**src/logic/adc_mode_regs.svh**
```systemverilog
// Purpose: offsets, field positions, reset values and timing counts of the mode register bank
// Assumes: byte address is four times the register index
// Notes:   definitions only
//
// What this block does
// - register-map integrity check enable, resets to 0, 1 turns checking on
// - input-frame check enable, resets to 0, 1 checks received frames
// - one polynomial bit for all checks: 0 selects CCITT-16, 1 selects ANSI-16
// - reset-occurred reads 1 after reset; writing 0 clears status indication
// - word size: 00=16, 01=24 default, 10=32 zero pad, 11=32 sign extend
// - serial timeout enable resets to 1; writing 0 disables the timeout
// - ready source: 00 most lagging, 01 OR of enabled, 1x most leading channel
// - ready pin idles high when float bit is 0, released when 1
// - data available: pin low and held if format 0, fixed low pulse if 1
`ifndef ADC_MODE_REGS_SVH
`define ADC_MODE_REGS_SVH

// ****************************************
// register indices
// ****************************************
`define STATUS_IDX        6'h01
`define MODE_IDX          6'h02

// ****************************************
// mode register fields
// ****************************************
`define MODE_MAP_CRC_BIT  13
`define MODE_RX_CRC_BIT   12
`define MODE_POLY_BIT     11
`define MODE_RST_BIT      10
`define MODE_WSIZE_LSB    8
`define MODE_TIMEOUT_BIT  4
`define MODE_RSRC_LSB     2
`define MODE_FLOAT_BIT    1
`define MODE_FMT_BIT      0
`define MODE_WR_MASK      16'h3F1F
`define MODE_RESET        16'h0510

// ****************************************
// status register fields
// ****************************************
`define STAT_POLY_BIT     11
`define STAT_RST_BIT      10
`define STAT_WSIZE_LSB    8
`define STAT_READY_LSB    0

// ****************************************
// encodings
// ****************************************
`define WSIZE_16          2'h0
`define WSIZE_24          2'h1
`define WSIZE_32_PAD      2'h2
`define WSIZE_32_SIGN     2'h3
`define RSRC_LAG          2'h0
`define RSRC_OR           2'h1

// ****************************************
// timing
// ****************************************
`define CLK_MHZ           200
`define READY_PULSE_NS    20
`define READY_PULSE_CYC   ((`READY_PULSE_NS * `CLK_MHZ + 999) / 1000)

`endif

```
**src/logic/adc_mode_pkg.sv**
```systemverilog
// Purpose: shared types of the mode register bank
// Assumes: constants live in adc_mode_regs.svh
// Notes:   two converter channels
package adc_mode_pkg;
  typedef logic [1:0]  word_sel_t;
  typedef logic [1:0]  ready_src_t;
  typedef logic [1:0]  chan_vec_t;
  typedef logic [15:0] reg_word_t;
  typedef enum logic [1:0] {PIN_IDLE, PIN_LOW, PIN_HOLD} pin_state_t;
endpackage

```
**src/logic/ready_sync_if.sv**
```systemverilog
// Purpose: carries channel ready levels into the sampling domain
// Assumes: raw levels come from the converter clock domain
// Notes:   none
`timescale 1ns/1ps
interface ready_sync_if;
  adc_mode_pkg::chan_vec_t raw;
  adc_mode_pkg::chan_vec_t synced;
  modport sync (input raw, output synced);
  modport user (output raw, input synced);
endinterface

```
**src/logic/ready_sync.sv**
```systemverilog
// Purpose: two-flop synchroniser for the channel ready levels
// Assumes: ce_in freezes the stages
// Notes:   first stage feeds only the second
`timescale 1ns/1ps
module ready_sync (
  // clock and reset
  input  wire logic  clk_in,
  input  wire logic  rstn_in,
  input  wire logic  ce_in,
  // levels
  ready_sync_if.sync sig
);
  import adc_mode_pkg::*;

  chan_vec_t stage1_ff;
  chan_vec_t stage2_ff;

  // ****************************************
  // per-channel stages
  // ****************************************
  genvar gi;
  generate
    for (gi = 0; gi < 2; gi++) begin : g_ch
      always_ff @(posedge clk_in or negedge rstn_in) begin
        if (!rstn_in) begin
          stage1_ff[gi] <= 1'b0;
          stage2_ff[gi] <= 1'b0;
        end else if (ce_in) begin
          stage1_ff[gi] <= sig.raw[gi];
          stage2_ff[gi] <= stage1_ff[gi];
        end
      end
    end
  endgenerate

  assign sig.synced = stage2_ff;
endmodule

```
**src/logic/adc_mode_bank.sv**
```systemverilog
// Purpose: mode register bank with ready pin and word formatter
// Assumes: register port on clk_in; channel ready levels asynchronous
// Notes:   status register is read-only
//
// Added by the designer: the plain strobed port and the register offsets.
`timescale 1ns/1ps
`include "adc_mode_regs.svh"
module adc_mode_bank (
  // clock, reset, enable
  input  wire logic                    clk_in,
  input  wire logic                    rstn_in,
  input  wire logic                    ce_in,
  // register port
  input  wire logic [7:0]              addr_in,
  input  wire logic [15:0]             wr_data_in,
  input  wire logic                    wr_in,
  input  wire logic                    rd_in,
  output logic      [15:0]             rd_data_out,
  // converter side
  input  wire adc_mode_pkg::chan_vec_t ch_ready_in,
  input  wire adc_mode_pkg::chan_vec_t ch_enable_in,
  input  wire logic                    data_read_in,
  input  wire logic [23:0]             sample_in,
  input  wire logic                    sample_valid_in,
  // formatted data
  output logic      [31:0]             word_out,
  output logic                         word_valid_out,
  // control outputs
  output logic                         map_check_en_out,
  output logic                         frame_check_en_out,
  output logic                         poly_ansi_out,
  output adc_mode_pkg::word_sel_t      word_size_out,
  output logic                         timeout_en_out,
  output logic                         reset_flag_out,
  // conversion ready pin
  output logic                         conversion_ready_pin_out,
  output logic                         conversion_ready_pin_oe_out
);
  import adc_mode_pkg::*;

  localparam logic [3:0] PULSE_CYC = 4'(`READY_PULSE_CYC);

  // ****************************************
  // declarations
  // ****************************************
  logic       map_check_en_ff;
  logic       frame_check_en_ff;
  logic       poly_ansi_ff;
  logic       reset_flag_ff;
  word_sel_t  word_size_ff;
  logic       timeout_en_ff;
  ready_src_t ready_source_select_ff;
  logic       ready_idle_float_ff;
  logic       ready_pulse_format_ff;
  reg_word_t  rd_data_ff;
  reg_word_t  nxt_rd_data;
  reg_word_t  mode_word;
  reg_word_t  status_word;
  reg_word_t  wr_clean;
  logic       sel_ok;
  logic       mode_wr;
  chan_vec_t  ready_prev_ff;
  chan_vec_t  ready_rise;
  chan_vec_t  pending_ff;
  chan_vec_t  nxt_pending;
  logic       lead_ch_ff;
  logic       avail;
  logic       avail_prev_ff;
  pin_state_t pin_state_ff;
  pin_state_t nxt_pin_state;
  logic [3:0] pulse_cnt_ff;
  logic [31:0] word_ff;
  logic       word_valid_ff;
  logic [31:0] nxt_word;

  ready_sync_if rsync ();

  // ****************************************
  // synchroniser
  // ****************************************
  assign rsync.raw = ch_ready_in;

  ready_sync u_sync (
    .clk_in  (clk_in),
    .rstn_in (rstn_in),
    .ce_in   (ce_in),
    .sig     (rsync.sync)
  );

  // ****************************************
  // address decode
  // ****************************************
  assign sel_ok   = (addr_in[1:0] == 2'h0);
  assign mode_wr  = wr_in && sel_ok && (addr_in[7:2] == `MODE_IDX);
  assign wr_clean = wr_data_in & `MODE_WR_MASK;

  // ****************************************
  // mode register fields
  // ****************************************
  always_ff @(posedge clk_in or negedge rstn_in) begin
    if (!rstn_in) begin
      map_check_en_ff   <= 1'b0;
      frame_check_en_ff <= 1'b0;
    end else if (ce_in && mode_wr) begin
      map_check_en_ff   <= wr_clean[`MODE_MAP_CRC_BIT];
      frame_check_en_ff <= wr_clean[`MODE_RX_CRC_BIT];
    end
  end

  always_ff @(posedge clk_in or negedge rstn_in) begin
    if (!rstn_in) begin
      poly_ansi_ff <= 1'b0;
    end else if (ce_in && mode_wr) begin
      poly_ansi_ff <= wr_clean[`MODE_POLY_BIT];
    end
  end

  // writing 1 leaves the flag alone; only a real reset sets it
  always_ff @(posedge clk_in or negedge rstn_in) begin
    if (!rstn_in) begin
      reset_flag_ff <= 1'b1;
    end else if (ce_in && mode_wr && !wr_clean[`MODE_RST_BIT]) begin
      reset_flag_ff <= 1'b0;
    end
  end

  always_ff @(posedge clk_in or negedge rstn_in) begin
    if (!rstn_in) begin
      word_size_ff <= `WSIZE_24;
    end else if (ce_in && mode_wr) begin
      word_size_ff <= wr_clean[`MODE_WSIZE_LSB +: 2];
    end
  end

  always_ff @(posedge clk_in or negedge rstn_in) begin
    if (!rstn_in) begin
      timeout_en_ff <= 1'b1;
    end else if (ce_in && mode_wr) begin
      timeout_en_ff <= wr_clean[`MODE_TIMEOUT_BIT];
    end
  end

  always_ff @(posedge clk_in or negedge rstn_in) begin
    if (!rstn_in) begin
      ready_source_select_ff <= `RSRC_LAG;
      ready_idle_float_ff    <= 1'b0;
      ready_pulse_format_ff  <= 1'b0;
    end else if (ce_in && mode_wr) begin
      ready_source_select_ff <= wr_clean[`MODE_RSRC_LSB +: 2];
      ready_idle_float_ff    <= wr_clean[`MODE_FLOAT_BIT];
      ready_pulse_format_ff  <= wr_clean[`MODE_FMT_BIT];
    end
  end

  // ****************************************
  // readback
  // ****************************************
  always_comb begin
    mode_word                              = 16'h0000;
    mode_word[`MODE_MAP_CRC_BIT]           = map_check_en_ff;
    mode_word[`MODE_RX_CRC_BIT]            = frame_check_en_ff;
    mode_word[`MODE_POLY_BIT]              = poly_ansi_ff;
    mode_word[`MODE_RST_BIT]               = reset_flag_ff;
    mode_word[`MODE_WSIZE_LSB +: 2]        = word_size_ff;
    mode_word[`MODE_TIMEOUT_BIT]           = timeout_en_ff;
    mode_word[`MODE_RSRC_LSB +: 2]         = ready_source_select_ff;
    mode_word[`MODE_FLOAT_BIT]             = ready_idle_float_ff;
    mode_word[`MODE_FMT_BIT]               = ready_pulse_format_ff;
  end

  always_comb begin
    status_word                            = 16'h0000;
    status_word[`STAT_POLY_BIT]            = poly_ansi_ff;
    status_word[`STAT_RST_BIT]             = reset_flag_ff;
    status_word[`STAT_WSIZE_LSB +: 2]      = word_size_ff;
    status_word[`STAT_READY_LSB +: 2]      = pending_ff;
  end

  always_comb begin
    nxt_rd_data = 16'h0000;
    if (rd_in && sel_ok) begin
      if (addr_in[7:2] == `MODE_IDX) begin
        nxt_rd_data = mode_word;
      end else if (addr_in[7:2] == `STATUS_IDX) begin
        nxt_rd_data = status_word;
      end
    end
  end

  // read data stand for one cycle only
  always_ff @(posedge clk_in or negedge rstn_in) begin
    if (!rstn_in) begin
      rd_data_ff <= 16'h0000;
    end else if (ce_in) begin
      rd_data_ff <= nxt_rd_data;
    end
  end

  // ****************************************
  // channel data tracking
  // ****************************************
  assign ready_rise = rsync.synced & ~ready_prev_ff;

  always_ff @(posedge clk_in or negedge rstn_in) begin
    if (!rstn_in) begin
      ready_prev_ff <= 2'h0;
    end else if (ce_in) begin
      ready_prev_ff <= rsync.synced;
    end
  end

  // a new arrival in the clearing cycle survives the clear
  always_comb begin
    nxt_pending = pending_ff;
    if (data_read_in) begin
      nxt_pending = 2'h0;
    end
    nxt_pending = (nxt_pending | (ready_rise & ch_enable_in)) & ch_enable_in;
  end

  always_ff @(posedge clk_in or negedge rstn_in) begin
    if (!rstn_in) begin
      pending_ff <= 2'h0;
    end else if (ce_in) begin
      pending_ff <= nxt_pending;
    end
  end

  // first enabled channel to arrive after an empty state leads
  always_ff @(posedge clk_in or negedge rstn_in) begin
    if (!rstn_in) begin
      lead_ch_ff <= 1'b0;
    end else if (ce_in && (pending_ff == 2'h0 || data_read_in)) begin
      if ((ready_rise[0] && ch_enable_in[0]) || !ch_enable_in[1]) begin
        lead_ch_ff <= 1'b0;
      end else if (ready_rise[1]) begin
        lead_ch_ff <= 1'b1;
      end
    end
  end

  // ****************************************
  // ready source
  // ****************************************
  always_comb begin
    avail = 1'b0;
    unique case (ready_source_select_ff)
      `RSRC_LAG: begin
        avail = (ch_enable_in != 2'h0) && ((pending_ff & ch_enable_in) == ch_enable_in);
      end
      `RSRC_OR: begin
        avail = |(pending_ff & ch_enable_in);
      end
      default: begin
        avail = pending_ff[lead_ch_ff] && ch_enable_in[lead_ch_ff];
      end
    endcase
  end

  always_ff @(posedge clk_in or negedge rstn_in) begin
    if (!rstn_in) begin
      avail_prev_ff <= 1'b0;
    end else if (ce_in) begin
      avail_prev_ff <= avail;
    end
  end

  // ****************************************
  // ready pin sequencer
  // ****************************************
  always_comb begin
    nxt_pin_state = pin_state_ff;
    unique case (pin_state_ff)
      PIN_IDLE: begin
        if (avail && !avail_prev_ff) begin
          nxt_pin_state = PIN_LOW;
        end
      end
      PIN_LOW: begin
        if (ready_pulse_format_ff) begin
          if (pulse_cnt_ff == PULSE_CYC - 4'h1) begin
            nxt_pin_state = PIN_HOLD;
          end
        end else if (!avail) begin
          nxt_pin_state = PIN_IDLE;
        end
      end
      PIN_HOLD: begin
        if (!avail) begin
          nxt_pin_state = PIN_IDLE;
        end
      end
    endcase
  end

  always_ff @(posedge clk_in or negedge rstn_in) begin
    if (!rstn_in) begin
      pin_state_ff <= PIN_IDLE;
    end else if (ce_in) begin
      pin_state_ff <= nxt_pin_state;
    end
  end

  always_ff @(posedge clk_in or negedge rstn_in) begin
    if (!rstn_in) begin
      pulse_cnt_ff <= 4'h0;
    end else if (ce_in) begin
      if (pin_state_ff == PIN_LOW && ready_pulse_format_ff) begin
        pulse_cnt_ff <= pulse_cnt_ff + 4'h1;
      end else begin
        pulse_cnt_ff <= 4'h0;
      end
    end
  end

  // pin low only in PIN_LOW; otherwise idle high or released
  assign conversion_ready_pin_out    = (pin_state_ff != PIN_LOW);
  assign conversion_ready_pin_oe_out = (pin_state_ff == PIN_LOW) || !ready_idle_float_ff;

  // ****************************************
  // word formatter
  // ****************************************
  always_comb begin
    nxt_word = 32'h00000000;
    unique case (word_size_ff)
      `WSIZE_16: begin
        nxt_word = {16'h0000, sample_in[23:8]};
      end
      `WSIZE_24: begin
        nxt_word = {8'h00, sample_in};
      end
      `WSIZE_32_PAD: begin
        nxt_word = {sample_in, 8'h00};
      end
      `WSIZE_32_SIGN: begin
        nxt_word = {{8{sample_in[23]}}, sample_in};
      end
    endcase
  end

  always_ff @(posedge clk_in or negedge rstn_in) begin
    if (!rstn_in) begin
      word_ff       <= 32'h00000000;
      word_valid_ff <= 1'b0;
    end else if (ce_in) begin
      word_valid_ff <= sample_valid_in;
      if (sample_valid_in) begin
        word_ff <= nxt_word;
      end
    end
  end

  // ****************************************
  // outputs
  // ****************************************
  assign rd_data_out        = rd_data_ff;
  assign word_out           = word_ff;
  assign word_valid_out     = word_valid_ff;
  assign map_check_en_out   = map_check_en_ff;
  assign frame_check_en_out = frame_check_en_ff;
  assign poly_ansi_out      = poly_ansi_ff;
  assign word_size_out      = word_size_ff;
  assign timeout_en_out     = timeout_en_ff;
  assign reset_flag_out     = reset_flag_ff;
endmodule

```
**config.mk**
```make
export PLATFORM = sky130hd
export DESIGN_NAME = adc_mode_bank
export DESIGN_NICKNAME = d
export VERILOG_FILES = /design/src/logic/adc_mode_pkg.sv /design/src/logic/ready_sync_if.sv /design/src/logic/ready_sync.sv /design/src/logic/adc_mode_bank.sv
export VERILOG_INCLUDE_DIRS = /design/src /design/src/logic
export SDC_FILE = /design/constraint.sdc
export NUM_CORES = 1
export LEC_CHECK = 0
export ABC_AREA = 1
export BUFFER_PORTS_ARGS = -buffer_cell sky130_fd_sc_hd__buf_2
export CAP_MARGIN = 10
export CELL_PAD_IN_SITES_DETAIL_PLACEMENT = 2
export CELL_PAD_IN_SITES_GLOBAL_PLACEMENT = 2
export CORE_ASPECT_RATIO = 0.5
export CORE_MARGIN = 3
export CORE_UTILIZATION = 26
export CTS_CLUSTER_DIAMETER = 120
export DETAILED_ROUTE_END_ITERATION = 8
export GPL_TIMING_DRIVEN = 0
export PLACE_DENSITY = 0.77
export SKIP_CTS_REPAIR_TIMING = 1
export SLEW_MARGIN = 30
export SYNTH_ARGS = -nofsm -noshare
export SYNTH_HDL_FRONTEND = slang
export SYNTH_HIERARCHICAL = 1
export SYNTH_SLANG_ARGS = --single-unit
```
**constraint.sdc**
```tcl
create_clock -name clk_in -period 1.37 [get_ports clk_in]
set_input_delay 0.137 -clock clk_in [delete_from_list [all_inputs] [get_ports clk_in]]
set_output_delay 0.137 -clock clk_in [all_outputs]
set_load 0.02 [all_outputs]
```
==> metrics.txt <==
run status=finished clean; die height=approximately 86 um; total of fill cells in the finished design=around 1,400; Final Slew Violations=0; required time at the endpoint of the critical path=approximately 1.6 ns; hold slack=around 0.0077 ns; global-route wire length before repair=roughly 18,000 um; commonest cells after routing, fill and taps aside=sky130_fd_sc_hd__buf_2, sky130_fd_sc_hd__nand2_1, sky130_fd_sc_hd__dfrtp_1; post-detailed-placement half-perimeter wirelength=approximately 8500 um; max-cap check violation count=0; count of unresolved DRC violations after routing=0; Clock Path Buffers=2; slew of the pin with the lowest slew margin=between 0.5 and 0.6 ns; distinct cell type count after synthesis=33; Synth-to-Final Area Change=40.4%; Num Clock Sinks=between 70 and 80; total of endpoints with negative setup slack in the final report=0; critical path fanouts, max=8; Chip Width=approximately 170 um; number of port buffers=106; power density of the placed cells=roughly 1400 nW/um^2; area of the core=12,100 um^2; weighted congestion reported at the end of routability-driven placement=0.798; cell area reported after detailed placement=4070 um^2; share of power burned in the clock network=36.2%; share of the synthesized area in the top cell type=51.7%; yosys warns=6; CTS tree=done; ys async rst share=100%; synthesized area=roughly 3300 um^2; first-pass iteration count of the detailed router=4; nets@finish=~560; CTS clk-pin slew, worst paths=roughly 0.07 ns; kind of end point of the critical path=register; H-tree depth=3; critical path data arrival time=approximately 1.6 ns; Avg Inst Size Synth=~9.0 um^2; most instantiated flip-flop cell in the synthesis netlist=sky130_fd_sc_hd__dfrtp_1; per-cell routed wire length=roughly 18 um; worst min-delay path startpoint=ch_ready_in[1]; largest net degree at the start of global routing=46; total number of placement rows=28; Worst setup SP type=register; post-route clock skew=around 0.011 ns; part of the cycle the worst path needs=between 90% and 100%; unrepaired setup endpoints after global routing=true; Detailed Route WL=roughly 12,000 um; most common library cell in the layout ignoring fill and taps=sky130_fd_sc_hd__buf_2; LEAKAGE=2.29 nW; vias post-DR=approximately 3,200; final design instance area without fill=approximately 4600 um^2; worst skew pair latency=0.34 ns; Crit Path Category=reg -> reg; die outline area=between 10,000 and 15,000 um^2; max_slew headroom=between 60% and 70%; main area contributors after synthesis=sky130_fd_sc_hd__dfrtp_1, sky130_fd_sc_hd__nand2_1, sky130_fd_sc_hd__a21oi_1, sky130_fd_sc_hd__o21ai_0, sky130_fd_sc_hd__nor2_1; proportion of synthesized chip area in sequential cells=roughly 54%; Iteration-0 DRC Markers=75; Reg-to-Reg Start=word_size_out[0]; sequential fraction of design power=39.1%; remaining number of nets flagged by the antenna check after routing=0; maximum clock rate=around 730 MHz; number of synthesized register bits=71; minimum clock period=between 1 and 1.5 ns; Net Sw Frac=33.2%; global routing usage summed across all routing layers=around 17%; critical path launch point=word_size_out[0]; root buf cell=sky130_fd_sc_hd__clkbuf_16; clock buffer count from CTS=9; total gr overflow=0; antenna violations before repair=2; total power=6.34 mW; routed vias/inst=~4.7; worst voltage drop across the vdd grid=0.563 mV; Initial Util=a little over a quarter; Hold Vio Cnt, Final=0; Hold Crit Class=in -> reg; Final Util=between 30% and 40%; number of enable-type register cells in the synthesized netlist=0; internal cell power=~4.2 mW; switching power of the nets=2.11 mW; cell count after synthesis=between 300 and 400; flop2flop setup slack=around 0.0076 ns; total I/O pin count=approximately 120; post-synthesis cell type with the largest combined area=sky130_fd_sc_hd__dfrtp_1; ratio of cells with drive above 1 in the final layout=about 40%; share of total power in combinational logic=24.7%; vias in the first global route=between 3,000 and 4,000
==> metal layers <==
layer	part of all wire (%)	vias to the layer above	GRT usage (%)
met5	0.12	-	0
met4	1.4	4	3.88
met3	4.8	17	5.69
met2	52	65	30.3
met1	42	1601	19.7
li1	-	1486	-
==> layout make-up <==
| type | instances | area (um^2) | area share (%) |
|---|---|---|---|
| buffer | 19 | 149 | 3.22 |
| sequential | 71 | 1780 | 38.6 |
| clock buffer | 10 | 239 | 5.17 |
| multi-input combinational | 253 | 1410 | 30.6 |
| inverter | 27 | 104 | 2.25 |
| tap | 165 | 206 | 4.47 |
| clock inverter | 6 | 51.3 | 1.11 |
| timing repair buffer | 118 | 669 | 14.5 |
| antenna | 1 | 2.50 | 0.0542 |
==> flip-flops by register name (all words and copies together) (netlist names) <==
signal,count
avail_prev_ff,1
frame_check_en_out,1
lead_ch_ff,1
map_check_en_out,1
pending_ff,2
pin_state_ff,2
poly_ansi_out,1
pulse_cnt_ff,4
rd_data_out,11
ready_idle_float_ff,1
ready_prev_ff,2
ready_pulse_format_ff,1
ready_source_select_ff,2
reset_flag_out,1
timeout_en_out,1
u_sync/sig.synced,2
u_sync/stage1_ff,2
word_out,32
word_size_out,2
word_valid_out,1
==> kinds of logic (layout without fill, tap and decap cells) <==
| group | Yosys count | in the layout | share of synthesized area, % |
|---|---|---|---|
| AO/OA/AOI/OAI | 96 | 96 | 18.1 |
| other | 1 | 6 | 0.114 |
| multiplexers | 3 | 3 | 1.03 |
| AND/OR/NAND/NOR | 144 | 144 | 18.1 |
| buffers and inverters | 46 | 180 | 6.84 |
| adder cells (fa/ha/maj) | 4 | 4 | 1.52 |
| XOR/XNOR | 1 | 1 | 0.266 |
| flip-flops | 71 | 71 | 54.1 |
==> synthesized netlist by cell type (4+ instances only) <==
| cell | n |
|---|---|
| sky130_fd_sc_hd__nand2_1 | 94 |
| sky130_fd_sc_hd__dfrtp_1 | 68 |
| sky130_fd_sc_hd__a21oi_1 | 35 |
| sky130_fd_sc_hd__nor2_1 | 33 |
| sky130_fd_sc_hd__o21ai_0 | 28 |
| sky130_fd_sc_hd__inv_1 | 24 |
| sky130_fd_sc_hd__a221oi_1 | 8 |
| sky130_fd_sc_hd__a22oi_1 | 8 |
| sky130_fd_sc_hd__buf_4 | 8 |
| sky130_fd_sc_hd__nand3_1 | 8 |
| sky130_fd_sc_hd__buf_2 | 6 |
| sky130_fd_sc_hd__o21ai_2 | 5 |
| sky130_fd_sc_hd__a32o_1 | 4 |
| sky130_fd_sc_hd__ha_1 | 4 |
==> per-stage QoR <==
step	TNS, ns	setup slack (ns)	instances
after floorplan	0	0.0197	370
after global placement	-28.24	-0.386	641
after detailed placement	-3.93	-0.231	642
after CTS	-4.20	-0.266	658
after global routing	-0.241	-0.0802	669
final	0	0.00765	670
==> critical path, cell delays in order (launching register included) <==
cell                       delay (ns)
sky130_fd_sc_hd__dfstp_2         0.55
sky130_fd_sc_hd__buf_8           0.14
sky130_fd_sc_hd__nor2_4          0.08
sky130_fd_sc_hd__a221oi_1        0.33
sky130_fd_sc_hd__a21oi_1         0.13
==> path summary, 6_finish.rpt <==
kind,cells after the start,to
max,4,word_out[9]
min,3,u_sync/stage1_ff[1]
max reg2reg,4,word_out[9]
min reg2reg,2,word_valid_out
max in group asynchronous,3,timeout_en_out
min in group asynchronous,2,word_out[18]
==> power groups by stage <==
stage	sequential (mW)	clock, mW	combinational, mW
floorplan	2.62	0	0.616
global placement	2.50	0	1.20
detailed placement	2.51	0	1.26
CTS	2.47	2.36	1.27
global route	2.51	2.46	1.75
finish	2.48	2.30	1.57
No activity file was read; power rests on OpenSTA's default activity.
